[src/hw/balf_pkg.sv]
package balf_pkg;
  localparam int unsigned DATA_W = 8;
  localparam int unsigned PC_W = 10;
  localparam int unsigned NREG = 16;
  localparam int unsigned RIDX_W = 4;
  localparam int unsigned ADDR_W = 8;

  // Byte offsets on the register bus
  localparam logic [7:0] OFS_CMD = 8'h00;
  localparam logic [7:0] OFS_STATUS = 8'h04;
  localparam logic [7:0] OFS_PC = 8'h08;
  localparam logic [7:0] OFS_SAVED_PC = 8'h0c;
  localparam logic [7:0] OFS_REGFILE = 8'h40;

  // Command word field positions
  localparam int unsigned CMD_OP_LSB = 0;
  localparam int unsigned CMD_IMM_SEL = 3;
  localparam int unsigned CMD_X_LSB = 4;
  localparam int unsigned CMD_Y_LSB = 8;
  localparam int unsigned CMD_K_LSB = 16;

  // Status word bit positions
  localparam int unsigned ST_ZERO = 0;
  localparam int unsigned ST_CARRY = 1;
  localparam int unsigned ST_INT_EN = 2;

  localparam logic [PC_W-1:0] RESET_VECTOR = 10'h000;
  localparam logic [PC_W-1:0] IRQ_VECTOR = 10'h3ff;
  localparam logic [DATA_W-1:0] BYTE_MAX = 8'hff;

  typedef enum logic [2:0] {
    BALF_OP_ADD = 3'b000,
    BALF_OP_ADDC = 3'b001,
    BALF_OP_AND = 3'b010,
    BALF_OP_EINT = 3'b011,
    BALF_OP_DINT = 3'b100,
    BALF_OP_RET_EN = 3'b101,
    BALF_OP_RET_DIS = 3'b110,
    BALF_OP_NOP = 3'b111
  } balf_op_t;
endpackage : balf_pkg

[src/hw/balf_core.sv]
// The implementer's own choices: the Avalon-MM register port and the address map.
`timescale 1ns/1ps
// Summary of operation
// RULE1 - Add writes low byte of sum back
// RULE2 - Add sets carry when sum exceeds 255
// RULE3 - Add sets zero when sum is 0/256
// RULE4 - Plain add ignores previous carry
// RULE5 - First operand destination; second register or immediate
// RULE6 - Add-with-carry adds one when carry set
// RULE7 - Add-with-carry carry when total exceeds 255
// RULE8 - Add-with-carry zero when total is 0/256
// RULE9 - AND bitwise, stores result, zero if zero
// RULE10 - AND always clears carry
// RULE11 - Old values read, all updates commit together
// RULE12 - Reset starts fetch at address zero
// RULE13 - Interrupt branches to vector 3ff
// RULE14 - Interrupt recognition clears interrupt enable
// RULE15 - Return variants re-enable or keep disabled
// RULE16 - Enable instruction sets flag; gates interrupt
// RULE17 - ALU operations advance program counter by one
// RULE18 - Carry and zero persist between operations
module balf_core
  import balf_pkg::*;
(
  input wire logic sys_clk, // Core clock, 10 MHz
  input wire logic rstn, // Async reset, active low
  input wire logic irq, // Interrupt request level
  input wire logic [balf_pkg::ADDR_W-1:0] avs_address, // Byte address
  input wire logic avs_read, // Read request
  input wire logic avs_write, // Write request
  input wire logic [31:0] avs_writedata, // Write data
  input wire logic [3:0] avs_byteenable, // Write byte lanes
  output logic [31:0] avs_readdata, // Read data, registered
  output logic avs_waitrequest // Stall until answer ready
);
  import balf_pkg::*;

  typedef struct packed {
    logic [NREG-1:0][DATA_W-1:0] regs;
    logic [PC_W-1:0] pc;
    logic [PC_W-1:0] saved_pc;
    logic carry;
    logic zero;
    logic saved_carry;
    logic saved_zero;
    logic interrupt_enable_flag;
    logic ack;
    logic [31:0] rdata;
  } balf_state_t;

  balf_state_t st_q;
  balf_state_t st_d;

  function automatic logic [DATA_W:0] add9(input logic [DATA_W-1:0] a,
                                            input logic [DATA_W-1:0] b,
                                            input logic cin);
    add9 = {1'b0, a} + {1'b0, b} + {{DATA_W{1'b0}}, cin};
  endfunction : add9

  function automatic logic is_zero(input logic [DATA_W-1:0] v);
    is_zero = (v == '0);
  endfunction : is_zero

  function automatic logic [PC_W-1:0] pc_next(input logic [PC_W-1:0] p);
    pc_next = p + 10'h001;
  endfunction : pc_next

  // Command decode
  balf_op_t cmd_op;
  logic cmd_imm;
  logic [RIDX_W-1:0] cmd_x;
  logic [RIDX_W-1:0] cmd_y;
  logic [DATA_W-1:0] cmd_k;
  logic [DATA_W-1:0] opa;
  logic [DATA_W-1:0] opb;
  logic [DATA_W:0] sum_plain;
  logic [DATA_W:0] sum_with_carry_in;
  logic [DATA_W-1:0] and_res;
  logic bus_done;
  logic exec;
  logic take_irq;
  logic reg_hit;
  logic [RIDX_W-1:0] reg_idx;

  assign cmd_op = balf_op_t'(avs_writedata[CMD_OP_LSB +: 3]);
  assign cmd_imm = avs_writedata[CMD_IMM_SEL];
  assign cmd_x = avs_writedata[CMD_X_LSB +: RIDX_W];
  assign cmd_y = avs_writedata[CMD_Y_LSB +: RIDX_W];
  assign cmd_k = avs_writedata[CMD_K_LSB +: DATA_W];
  assign opa = st_q.regs[cmd_x];
  assign opb = cmd_imm ? cmd_k : st_q.regs[cmd_y]; // [RULE5]
  assign sum_plain = add9(opa, opb, 1'b0); // [RULE4]
  assign sum_with_carry_in = add9(opa, opb, st_q.carry); // [RULE6]
  assign and_res = opa & opb; // [RULE9]

  // One wait cycle per access; data then stands from a flop
  assign avs_waitrequest = (avs_read | avs_write) & ~st_q.ack;
  assign avs_readdata = st_q.rdata;
  assign bus_done = (avs_read | avs_write) & st_q.ack;
  assign exec = bus_done & avs_write & (avs_address == OFS_CMD) &
                (avs_byteenable == 4'hf);
  assign reg_hit = (avs_address[7:6] == OFS_REGFILE[7:6]) &
                   (avs_address[1:0] == 2'b00);
  assign reg_idx = avs_address[5:2];
  // Interrupt waits for a free cycle so no instruction is split
  assign take_irq = irq & st_q.interrupt_enable_flag & ~exec; // [RULE16]

  always_comb begin
    st_d = st_q; // [RULE18]
    st_d.ack = (avs_read | avs_write) & ~st_q.ack;
    if ((avs_read | avs_write) & ~st_q.ack & avs_read) begin
      st_d.rdata = '0;
      if (reg_hit) begin
        st_d.rdata = {24'h000000, st_q.regs[reg_idx]};
      end else begin
        case (avs_address)
          OFS_STATUS: begin
            st_d.rdata[ST_ZERO] = st_q.zero;
            st_d.rdata[ST_CARRY] = st_q.carry;
            st_d.rdata[ST_INT_EN] = st_q.interrupt_enable_flag;
          end
          OFS_PC: st_d.rdata = {22'h0, st_q.pc};
          OFS_SAVED_PC: st_d.rdata = {22'h0, st_q.saved_pc};
          default: st_d.rdata = '0;
        endcase
      end
    end
    if (bus_done & avs_write & reg_hit & avs_byteenable[0]) begin
      st_d.regs[reg_idx] = avs_writedata[DATA_W-1:0];
    end
    // All right-hand values come from st_q; st_d commits at once
    if (exec) begin // [RULE11]
      case (cmd_op)
        BALF_OP_ADD: begin
          st_d.regs[cmd_x] = sum_plain[DATA_W-1:0]; // [RULE1]
          st_d.carry = sum_plain[DATA_W]; // [RULE2]
          st_d.zero = is_zero(sum_plain[DATA_W-1:0]); // [RULE3]
          st_d.pc = pc_next(st_q.pc); // [RULE17]
        end
        BALF_OP_ADDC: begin
          st_d.regs[cmd_x] = sum_with_carry_in[DATA_W-1:0]; // [RULE6]
          st_d.carry = sum_with_carry_in[DATA_W]; // [RULE7]
          st_d.zero = is_zero(sum_with_carry_in[DATA_W-1:0]); // [RULE8]
          st_d.pc = pc_next(st_q.pc); // [RULE17]
        end
        BALF_OP_AND: begin
          st_d.regs[cmd_x] = and_res; // [RULE9]
          st_d.carry = 1'b0; // [RULE10]
          st_d.zero = is_zero(and_res); // [RULE9]
          st_d.pc = pc_next(st_q.pc); // [RULE17]
        end
        BALF_OP_EINT: begin
          st_d.interrupt_enable_flag = 1'b1; // [RULE16]
          st_d.pc = pc_next(st_q.pc);
        end
        BALF_OP_DINT: begin
          st_d.interrupt_enable_flag = 1'b0;
          st_d.pc = pc_next(st_q.pc);
        end
        BALF_OP_RET_EN, BALF_OP_RET_DIS: begin
          st_d.pc = st_q.saved_pc;
          st_d.carry = st_q.saved_carry;
          st_d.zero = st_q.saved_zero;
          st_d.interrupt_enable_flag = (cmd_op == BALF_OP_RET_EN); // [RULE15]
        end
        default: st_d.pc = pc_next(st_q.pc);
      endcase
    end else if (take_irq) begin
      st_d.saved_pc = st_q.pc;
      st_d.saved_carry = st_q.carry;
      st_d.saved_zero = st_q.zero;
      st_d.pc = IRQ_VECTOR; // [RULE13]
      st_d.interrupt_enable_flag = 1'b0; // [RULE14]
    end
  end

  always_ff @(posedge sys_clk or negedge rstn) begin
    if (!rstn) begin
      st_q <= '0;
      st_q.pc <= RESET_VECTOR; // [RULE12]
    end else begin
      st_q <= st_d;
    end
  end

  // Reference values for the checks below, built apart from the datapath
  logic [8:0] chk_sum;
  logic [8:0] chk_sumc;
  logic [7:0] chk_and;
  logic [7:0] chk_b;
  logic [7:0] chk_a;
  logic chk_c;
  assign chk_a = st_q.regs[cmd_x];
  assign chk_b = cmd_imm ? cmd_k : st_q.regs[cmd_y];
  assign chk_c = st_q.carry;
  assign chk_sum = 9'(chk_a) + 9'(chk_b);
  assign chk_sumc = 9'(chk_a) + 9'(chk_b) + 9'(chk_c);
  assign chk_and = chk_a & chk_b;

  property p_add_result;
    @(posedge sys_clk) disable iff (!rstn)
    exec && cmd_op == BALF_OP_ADD |=>
      st_q.regs[$past(cmd_x)] == $past(chk_sum[7:0]);
  endproperty
  a_add_result: assert property (p_add_result) // [RULE1]
    else $error("add result byte wrong");

  property p_add_carry;
    @(posedge sys_clk) disable iff (!rstn)
    exec && cmd_op == BALF_OP_ADD |=>
      st_q.carry == ($past(chk_sum) > 9'h0ff);
  endproperty
  a_add_carry: assert property (p_add_carry) // [RULE2]
    else $error("add carry wrong");

  property p_add_zero;
    @(posedge sys_clk) disable iff (!rstn)
    exec && cmd_op == BALF_OP_ADD |=>
      st_q.zero == ($past(chk_sum) == 9'h000 || $past(chk_sum) == 9'h100);
  endproperty
  a_add_zero: assert property (p_add_zero) // [RULE3]
    else $error("add zero wrong");

  property p_add_no_cin;
    @(posedge sys_clk) disable iff (!rstn)
    exec && cmd_op == BALF_OP_ADD && st_q.carry |=>
      st_q.regs[$past(cmd_x)] == $past(chk_sum[7:0]);
  endproperty
  a_add_no_cin: assert property (p_add_no_cin) // [RULE4]
    else $error("add used old carry");

  property p_imm_src;
    @(posedge sys_clk) disable iff (!rstn)
    exec && cmd_op == BALF_OP_AND && cmd_imm |=>
      st_q.regs[$past(cmd_x)] == ($past(chk_a) & $past(cmd_k));
  endproperty
  a_imm_src: assert property (p_imm_src) // [RULE5]
    else $error("immediate operand not used");

  property p_addc_result;
    @(posedge sys_clk) disable iff (!rstn)
    exec && cmd_op == BALF_OP_ADDC |=>
      st_q.regs[$past(cmd_x)] == $past(chk_sumc[7:0]);
  endproperty
  a_addc_result: assert property (p_addc_result) // [RULE6]
    else $error("add with carry result wrong");

  property p_addc_flags;
    @(posedge sys_clk) disable iff (!rstn)
    exec && cmd_op == BALF_OP_ADDC |=>
      st_q.carry == $past(chk_sumc[8]) &&
      st_q.zero == ($past(chk_sumc[7:0]) == 8'h00);
  endproperty
  a_addc_flags: assert property (p_addc_flags) // [RULE7] [RULE8]
    else $error("add with carry flags wrong");

  property p_and_flags;
    @(posedge sys_clk) disable iff (!rstn)
    exec && cmd_op == BALF_OP_AND |=>
      !st_q.carry && st_q.zero == ($past(chk_and) == 8'h00);
  endproperty
  a_and_flags: assert property (p_and_flags) // [RULE9] [RULE10]
    else $error("and flags wrong");

  property p_pc_step;
    @(posedge sys_clk) disable iff (!rstn)
    exec && (cmd_op == BALF_OP_ADD || cmd_op == BALF_OP_ADDC ||
             cmd_op == BALF_OP_AND) |=> st_q.pc == $past(st_q.pc) + 10'h001;
  endproperty
  a_pc_step: assert property (p_pc_step) // [RULE17] [RULE11]
    else $error("pc did not step by one");

  property p_irq_entry;
    @(posedge sys_clk) disable iff (!rstn)
    irq && st_q.interrupt_enable_flag && !exec |=>
      st_q.pc == 10'h3ff && !st_q.interrupt_enable_flag &&
      st_q.saved_pc == $past(st_q.pc);
  endproperty
  a_irq_entry: assert property (p_irq_entry) // [RULE13] [RULE14]
    else $error("interrupt entry wrong");

  property p_irq_gated;
    @(posedge sys_clk) disable iff (!rstn)
    !st_q.interrupt_enable_flag && !exec |=> st_q.pc == $past(st_q.pc);
  endproperty
  a_irq_gated: assert property (p_irq_gated) // [RULE16]
    else $error("pc moved while interrupts disabled");

  property p_return;
    @(posedge sys_clk) disable iff (!rstn)
    exec && (cmd_op == BALF_OP_RET_EN || cmd_op == BALF_OP_RET_DIS) |=>
      st_q.interrupt_enable_flag == ($past(cmd_op) == BALF_OP_RET_EN) &&
      st_q.pc == $past(st_q.saved_pc);
  endproperty
  a_return: assert property (p_return) // [RULE15]
    else $error("return from interrupt wrong");

  property p_flags_hold;
    @(posedge sys_clk) disable iff (!rstn)
    !exec && !take_irq |=> $stable(st_q.carry) && $stable(st_q.zero);
  endproperty
  a_flags_hold: assert property (p_flags_hold) // [RULE18]
    else $error("flags changed without an operation");

  property p_reset_pc;
    @(posedge sys_clk) $rose(rstn) |-> st_q.pc == 10'h000;
  endproperty
  a_reset_pc: assert property (p_reset_pc) // [RULE12]
    else $error("pc not zero after reset");

  property p_bus_one_wait;
    @(posedge sys_clk) disable iff (!rstn)
    (avs_read || avs_write) && !st_q.ack |=> !avs_waitrequest;
  endproperty
  a_bus_one_wait: assert property (p_bus_one_wait)
    else $error("bus answer late");

  property p_and_result;
    @(posedge sys_clk) disable iff (!rstn)
    exec && cmd_op == BALF_OP_AND |=>
      st_q.regs[$past(cmd_x)] == $past(chk_and);
  endproperty
  a_and_result: assert property (p_and_result) // [RULE9]
    else $error("and result byte wrong");

  property p_eint_sets;
    @(posedge sys_clk) disable iff (!rstn)
    exec && cmd_op == BALF_OP_EINT |=> st_q.interrupt_enable_flag;
  endproperty
  a_eint_sets: assert property (p_eint_sets) // [RULE16]
    else $error("enable instruction did not set the flag");

  // Refused commands are still answered but must leave state alone
  property p_cmd_partial;
    @(posedge sys_clk) disable iff (!rstn)
    bus_done && avs_write && avs_address == OFS_CMD &&
      avs_byteenable != 4'hf && !take_irq |=>
      $stable(st_q.pc) && $stable(st_q.carry) && $stable(st_q.zero);
  endproperty
  a_cmd_partial: assert property (p_cmd_partial)
    else $error("partial command word changed state");

  // Return restores these, so entry must capture the live flags
  property p_irq_saves_flags;
    @(posedge sys_clk) disable iff (!rstn)
    take_irq |=> st_q.saved_carry == $past(st_q.carry) &&
      st_q.saved_zero == $past(st_q.zero);
  endproperty
  a_irq_saves_flags: assert property (p_irq_saves_flags)
    else $error("flags not saved at interrupt entry");
endmodule : balf_core

[config.mk]
export PLATFORM = sky130hd
export DESIGN_NAME = balf_core
export DESIGN_NICKNAME = d
export VERILOG_FILES = /design/src/hw/balf_pkg.sv /design/src/hw/balf_core.sv
export SDC_FILE = /design/constraint.sdc
export NUM_CORES = 1
export LEC_CHECK = 0
export ABC_AREA = 1
export ABC_CLOCK_PERIOD_IN_PS = 6600
export BUFFER_PORTS_ARGS = -buffer_cell sky130_fd_sc_hd__buf_2
export CAP_MARGIN = 20
export CORE_MARGIN = 3
export CORE_UTILIZATION = 42
export DETAILED_ROUTE_END_ITERATION = 7
export HOLD_SLACK_MARGIN = 0.12
export SETUP_SLACK_MARGIN = 0.2
export SYNTH_ARGS = -nofsm -noshare
export SYNTH_HDL_FRONTEND = slang
export SYNTH_SLANG_ARGS = --single-unit
[constraint.sdc]
create_clock -name sys_clk -period 6.6 [get_ports sys_clk]
set_input_delay 0.99 -clock sys_clk [delete_from_list [all_inputs] [get_ports sys_clk]]
set_output_delay 0.99 -clock sys_clk [all_outputs]
set_load 0.02 [all_outputs]
After elaboration in Yosys (flattened, before gate mapping)
Index checks and enable logic that the tools add are counted.
Cells by class
  add/subtract/negate cells: 3
  magnitude comparators: 5
  eq/ne operators: 12
  mux-type cells: 28
  bitwise gates (word level): 15
  reduce and logical (&&, ||, !) cells: 14
Operators with widths (number)
  $bwmux W128: 4
  $pmux W128 S3: 1
  $mux W128: 2
  $bmux W8 S4: 3
  $demux W8 S4: 2
  $mux W8: 6
  $logic_not A8 Y1: 4
  $mux W10: 3
  $mux W20: 1
  $eq A8 B4 Y1 const B: 2
  $lt A4 B5 Y1 const B: 3
  $pmux W7 S2: 1
  $and A1 B1 Y1: 11
  $add A10 B1 Y10 const B: 1
  $add A8 B8 Y9: 1
  $add A9 B1 Y9: 1
  $eq A3 B3 Y1 const B: 3
  $pmux W3 S3: 1
  $and A8 B8 Y8: 1
  $eq A8 B3 Y1 const B: 1
  $ge A4 B1 Y1 const B: 2
  $pmux W2 S4: 1
  $eq A3 B2 Y1 const B: 2
  $reduce_and A2 Y1: 3
  14 further kinds: 17
Word-level totals
  bits in registers: 186
  output and inout bits: 33

Depth between registers and ports, before layout
Gate-level depths: netlist of the first run.
  word-level depth: 9
  depth in mapped cells: 26
  gate-level depth less buffers: 25

Least setup slack after synthesis of the first run
No wires, ideal clock.
  kind: input port to flip-flop
  from: input port avs_writedata[4]
  to: register st_q[120] (netlist name)
  arrival: 4086 ps
  slack: 2390 ps
  stages: 23
  buffers on the path: 3
  cell sequence: inv_2 -> nor2_1 -> clkbuf_1 -> clkbuf_1 -> a22oi_1 -> o221ai_1 -> nand2_1 -> nand4_1 -> ha_1 -> inv_1 -> fa_1 -> inv_1 -> ha_1 -> inv_1 -> nor2_4 -> nand3_1 -> nor2_2 -> nand3_1 -> nand2_2 -> buf_6 -> nand2_1 -> nand2_1 -> a21oi_2
RTL lines
  from (decl): line balf_core.sv:31  | input wire logic [31:0] avs_writedata,
  to (signal assigned): line balf_core.sv:182  | st_q <= st_d;
  to (decl): line balf_core.sv:51  | balf_state_t st_q;

==> results.cfg, run 1 <==
[clock_network]
ctsResizeCount = 0
cts_root_buffer = clkbuf_16
clk_latency_ps = 460
clockBufferDepth = 2
clkSinkCount = 164
cts_setup_buffers = 0
ctsHtreeMaxLevel = 4
postCtsHoldBufs = 0
cts_inserted_buffers = 17
cts_tree = yes
clk_pin_slew_ps = 80

[power]
p_leak_nw = 6.66
peakVddDrop_v = 0.000187
power_density_mw_per_mm2 = 168
power_mw = 2.55

[critical_path]
path_cells = buf_2 -> inv_2 -> nor2_2 -> a22oi_1 -> o221ai_1 -> nand2_1 -> nand4_1 -> ha_1 -> inv_1 -> fa_1 -> nand2_2 -> nand2_2 -> nor2_1 -> nand3_1 -> nor2_1 -> nand2_1 -> o21ai_2 -> nand2_1 -> nand2_1 -> a21oi_1
path_class = in -> reg
crit_top_cell = nand2_1
worst_path_max_delay_cell = o21ai_2
startpoint_type = input port
path_buf_inv = 3
path_max_fanout = 20
r2r-start = st_q[138]
worstPathRequired_ps = 6940
crit_start = avs_writedata[4]
slowest_delay_ps = 660
cp_top_family = simple AND/OR/NAND/NOR gates
end_kind = flip-flop
arrival_ps = 5660

[timing]
post-route-period-util_pct = 80.6
setup_viol = 0
worst_pin_slew_ps = 1110
rsz0062_at_grt = false
fin_hold_ws_ps = 470
finalMaxSlewViolations = 0
max_slew_margin_pct = 25.7
max_freq_mhz = 188
setup_ws_ps = 1280
finalSetupTns_ps = 0
finalCriticalPeriod_ps = 5320
hold_violations = 0
skew_ps = 12.9

[floorplanning]
dieArea_mm2 = 0.0364
chipHeight_um = 191
pin_count = 82
die_w_um = 191
coreArea_mm2 = 0.0336
start_util_pct = 42.6
rows = 67

[final_layout]
layout-drive-gt1-share_pct = 10.4
area_delta_synth_final_pct = 5.82
n_antenna_cell = 0
final_nets = 2150
stdcell_count = 2550
fillerInstances = 3534

[synth]
synth_largest_area_cell = dfrtp_1
async_flop_share_pct = 100
synthTopCellsByArea = dfrtp_1 (29%), o21ai_0 (13%), nand2_1 (10%)
synth_compound_area_share_pct = 37.0
syn_area_mm2 = 0.0143
synth_flop_cell = dfrtp_1
synthMuxAreaShare_pct = 0
synth_edf_count = 0
ys_seq_area_share_pct = 28.6
syn_area_per_cell_um2 = 6.66
synth_top_cell_area_share_pct = 28.6
synth_most_common_cell = nand2_1
synthAdderAreaFrac_pct = 1.10
yosys_warnings = 0
synth_common_cells = nand2_1 (382), o21ai_0 (359), inv_1 (218)
yosys.area_share.simple_pct = 20.1
synth_xor_area_share_pct = 0.175
synthDistinctLibCells = 50
ys_ff_latch = 164
syn_inst = 2150
synth_top_family_by_area = compound AO/OA/AOI/OAI gates

[route]
routedWlPerCell_um = 23.7
route.detailed.drc = 0
vias = 16600
first_iter_violations = 2256
vias_per_cell = 6.53
wl_mm = 60.6
drtAntennaViolNets = 0
drtPass1Iterations = 8

[placed_design]
gp_congestion = 0.990
port_buffers = 47
place_hpwl_mm = 42.2
dp_slack_ps = 1050
post-place-cells = 2518

[global_route]
first_global_vias = 15000
grt_pass1_wl_mm = 91.0
grt_max_degree = 81
grt_util_all_layers_pct = 32.5
grt_overflow = 0
antenna_found_initial = 0

[hold_path]
hold_class = reg -> reg
hp-start = st_q[32]

[status]
status = completed

[job]
max_cap_viol_count = 0
## report_power, final
part	switching (mW)	leakage (nW)	total (mW)	internal, mW
logic	0.392	4.17	0.508	0.116
clock network	0.506	0.268	1.01	0.504
registers	0.0131	2.22	1.03	1.02
total	0.911	6.66	2.55	1.64
## worst paths after layout
check,end,slack [ps],depth (start not counted)
setup / recovery,st_q[175],1280,20
min in group asynchronous,st_q[184],480,1
max in group asynchronous,st_q[179],4910,2
setup reg to reg,st_q[175],2040,21
hold reg to reg,st_q[32],470,1
hold / removal,st_q[32],470,1
## through the flow
| step | util, % | area (um2) |
|---|---|---|
| floorplan | - | 14400 |
| global placement | 43.4 | 14600 |
| detailed placement | 43.4 | 14600 |
| CTS | 45.1 | 15200 |
| global route | 45.1 | 15200 |
| finish | 45.1 | 15200 |
## cells in the final DEF, fill, tap and decap left out, types with 2 or more instances in the layout
cell type / synthesis / layout
nand2_1: 382 / 381
o21ai_0: 359 / 359
inv_1: 218 / 217
a21oi_1: 184 / 184
dfrtp_1: 164 / 164
nand3_1: 101 / 101
nor2_1: 85 / 82
o211ai_1: 77 / 77
a31oi_1: 54 / 54
a22oi_1: 50 / 50
o221ai_1: 47 / 47
buf_2: 44 / 46
buf_4: 35 / 45
o22ai_1: 37 / 37
o31ai_1: 33 / 33
conb_1: 1 / 22
nor2_4: 19 / 21
nand4_1: 19 / 19
inv_2: 17 / 18
clkbuf_16: 0 / 17
nand2_2: 15 / 16
o21ai_1: 14 / 14
nor2_2: 10 / 11
ha_1: 11 / 11
a21oi_2: 9 / 9
a31o_1: 8 / 8
a31o_2: 6 / 6
inv_6: 0 / 5
clkinv_1: 4 / 4
o21ai_2: 4 / 4
nor3_1: 4 / 4
nand2_4: 3 / 3
a22o_1: 3 / 3
clkinv_4: 0 / 3
clkinvlp_4: 0 / 3
nand3_2: 2 / 2
a211oi_1: 2 / 2
nor4_1: 2 / 2
inv_8: 0 / 2
## sequential cells by signal, indices dropped and copies added, names as in the netlist
| name | cells |
|---|---|
| avs_readdata | 10 |
| chk_c | 1 |
| st_q | 153 |
## per-layer routing
metal  wire [um]  GRT usage, %  share of wire (%)
met1       25000          45.3                 41
met2       26400          49.4                 44
met4        2430          13.8                4.0
met3        6720          6.08                 11
met5           0             0                  0
## worst reg2reg max path, stage by stage, from the launching register on
cell	delay, ps
dfrtp_1	360
inv_1	90
a21oi_1	120
o21ai_0	90
o21ai_0	70
nor2_1	60
nor2_1	100
o21ai_0	130
a31oi_1	330
ha_1	360
inv_1	130
fa_1	480
nand2_2	100
nand2_2	360
nor2_1	290
nand3_1	150
nor2_1	160
nand2_1	110
o21ai_2	660
nand2_1	110
nand2_1	90
a21oi_1	80
## cell type report
cell class / count / area [um2] / share of cell area [%]
clock inverters: 14 / 120 / 0.792
well taps: 448 / 561 / 3.70
clock buffers: 18 / 439 / 2.90
inverters: 239 / 897 / 5.92
flip-flops and latches: 164 / 4100 / 27.1
multi-input cells: 1575 / 8460 / 55.8
repair buffers: 92 / 579 / 3.82
## logic make-up after synthesis
group,count (synthesis)
AO/OA/AOI/OAI,893
flip-flops,164
buffers and inverters,432
XOR/XNOR,2
AND/OR/NAND/NOR,646
adder cells (fa/ha/maj),12
other,1
(Power assumes the default switching activity.)
==> run 2, diff against run 1 <==
--- a/config.mk
+++ b/config.mk
@@ -5,8 +5,8 @@
 export SDC_FILE = /design/constraint.sdc
 export NUM_CORES = 1
 export LEC_CHECK = 0
-export ABC_AREA = 1
-export ABC_CLOCK_PERIOD_IN_PS = 6600
+export ABC_AREA = 0
+export ABC_CLOCK_PERIOD_IN_PS = 4350
 export BUFFER_PORTS_ARGS = -buffer_cell sky130_fd_sc_hd__buf_2
 export CAP_MARGIN = 20
 export CORE_MARGIN = 3
==> constraint.sdc (replaced) <==
create_clock -name sys_clk -period 4.35 [get_ports sys_clk]
set_input_delay 0.6525 -clock sys_clk [delete_from_list [all_inputs] [get_ports sys_clk]]
set_output_delay 0.6525 -clock sys_clk [all_outputs]
set_load 0.02 [all_outputs]
==> run 2 against run 1 <==
  * Combinational power grew 59%
  * First-iteration DRC count shrank 30%
  * Sequential power grew 52%
  * Register-to-register slack lost 1800 ps
  * Clock-buffer cell count is the same
  * Non-clock buffer count grew 128
  * Routed wire length shrank 12%
  * Final area grew 13%
  * Total power grew 54%
  * Sequential share of layout area shrank 3.1 points
  * Via count shrank 19%
  * Critical path type unchanged
  * Critical endpoint is now st_q[176]
  * Largest cell class unchanged
  * Largest power group unchanged
==> results.cfg, run 2 <==
[status]
status = completed

[floorplanning]
die_w_um = 190
coreArea_mm2 = 0.0330
rows = 66
start_util_pct = 43.2
dieArea_mm2 = 0.0362
pin_count = 82
chipHeight_um = 190

[clock_network]
clockBufferDepth = 2
clk_pin_slew_ps = 70
cts_tree = yes
clkSinkCount = 164
cts_root_buffer = clkbuf_16
ctsHtreeMaxLevel = 4
cts_inserted_buffers = 17
clk_latency_ps = 450
postCtsHoldBufs = 0

[timing]
rsz0062_at_grt = true
finalCriticalPeriod_ps = 4200
fin_hold_ws_ps = 257
finalMaxSlewViolations = 0
finalSetupTns_ps = 0
max_slew_margin_pct = 35.1
max_freq_mhz = 238
post-route-period-util_pct = 96.5
setup_viol = 0
worst_pin_slew_ps = 974
skew_ps = 18.1
hold_violations = 0

[synth]
yosys_warnings = 0
syn_area_per_cell_um2 = 9.38
synth_largest_area_cell = dfrtp_1
synth_edf_count = 0
syn_inst = 1521
syn_area_mm2 = 0.0143
ys_seq_area_share_pct = 28.8
synth_common_cells = nor2_1 (179), dfrtp_1 (164), a21oi_1 (162)
synthDistinctLibCells = 72
synth_most_common_cell = nor2_1
async_flop_share_pct = 100
synthTopCellsByArea = dfrtp_1 (29%), mux4_2 (19%), mux2_2 (6.5%)
synth_flop_cell = dfrtp_1
synth_top_cell_area_share_pct = 28.8
ys_ff_latch = 164

[global_route]
gr-usage-met2_pct = 46.8
antenna_found_initial = 0
grt_max_degree = 87
use_met3_pct = 5.88
grt_pass1_wl_mm = 80.6
gr-max-usage-layer = met2
first_global_vias = 12900
grt_overflow = 0
use_met1_pct = 39.6
grt_util_all_layers_pct = 29.4

[final_layout]
fillerInstances = 3026
largest_register = st_q
layout_commonest_cell = nor2_1
largest_register_ffs = 153
n_antenna_cell = 0
area_delta_synth_final_pct = 19.7
final_cell_mix = nor2_1 (176), dfrtp_1 (164), a21oi_1 (159)
stdcell_count = 2069
layout-drive-gt1-share_pct = 32.5
final_nets = 1675

[route]
routedWlPerCell_um = 25.8
vias = 13400
first_iter_violations = 1587
route.detailed.drc = 0
drtAntennaViolNets = 0
wl_mm = 53.4
drtPass1Iterations = 6
vias_per_cell = 6.49

[job]
max_cap_viol_count = 0

[placed_design]
post-place-cells = 2003
place_hpwl_mm = 37.8
port_buffers = 47
gp_congestion = 0.916

[critical_path]
startpoint_type = input port
worstPathRequired_ps = 4700
arrival_ps = 4550
path_max_fanout = 8
end_kind = flip-flop
path_class = in -> reg

[power]
power_mw = 3.93
p_leak_nw = 6.73
power_density_mw_per_mm2 = 230
peakVddDrop_v = 0.000234

[hold_path]
hold_class = in -> async
## run 2: repair_timing
action,in CTS,in global routing
gates cloned,2,1
resized for setup,17,19
setup endpoints to repair,42,50
setup buffers,18,12
pin swaps,8,12
## run 2: kinds of logic after synthesis
kind of cell	synth area share, %
AO/OA/AOI/OAI	20.6
XOR/XNOR	0.552
adder cells (fa/ha/maj)	1.10
buffers and inverters	5.93
flip-flops	28.8
multiplexers	28.8
other	0.0263
AND/OR/NAND/NOR	14.3
## run 2: worst max-delay path: stages
cell      delay, ps
buf_12           90
buf_12          130
buf_4           120
mux4_2          550
mux4_2          480
mux2_2          300
ha_4            270
o21a_1          200
and2_4          160
o311a_4         380
buf_6           130
nand3b_1        260
o21bai_2        230
a221oi_4         90
buf_12          180
buf_16          140
o31ai_4         170
## run 2: per-layer routing
layer | up-vias | wire length [um]
li1 | 5909 | -
met2 | 767 | 25100
met5 | - | 0
met4 | 0 | 1940
met3 | 122 | 5030
met1 | 6637 | 21300
## run 2: final cells by class
cell class	instances	area, um2	area share, %
multi-input combinational	1200	9890	57.9
tap	442	553	3.24
inverter	11	46.3	0.271
timing repair buffer	220	1930	11.3
clock inverter	14	128	0.747
sequential	164	4100	24.0
clock buffer	18	439	2.57
## run 2: power by group
| part | total (mW) | switching, mW | leakage [nW] | internal (mW) |
|---|---|---|---|---|
| Combinational | 0.808 | 0.492 | 4.33 | 0.316 |
| Sequential | 1.57 | 0.0253 | 2.12 | 1.54 |
| Clock | 1.56 | 0.744 | 0.275 | 0.811 |
| Total | 3.93 | 1.26 | 6.73 | 2.67 |
## run 2: worst paths after layout
path	startpoint	depth (start not counted)	slack [ps]	to
max in group asynchronous	rstn	2	3020	st_q[122]
hold / removal	rstn	1	260	st_q[46]
min in group sys_clk	avs_read	3	470	st_q[32]
setup / recovery	avs_writedata[8]	17	150	st_q[176]
setup reg to reg	st_q[147]	15	240	st_q[176]
hold reg to reg	avs_readdata[3]	2	480	avs_readdata[3]
## run 2: through the flow
| stage | worst slack (ps) | area [um2] | util (%) |
|---|---|---|---|
| after floorplan | -221 | 14800 | - |
| after global placement | -346 | 16000 | 48.4 |
| after detailed placement | -370 | 16000 | 48.4 |
| after CTS | 201 | 16900 | 51.0 |
| after global routing | 60.2 | 17100 | 51.7 |
| final | 153 | 17100 | 51.7 |
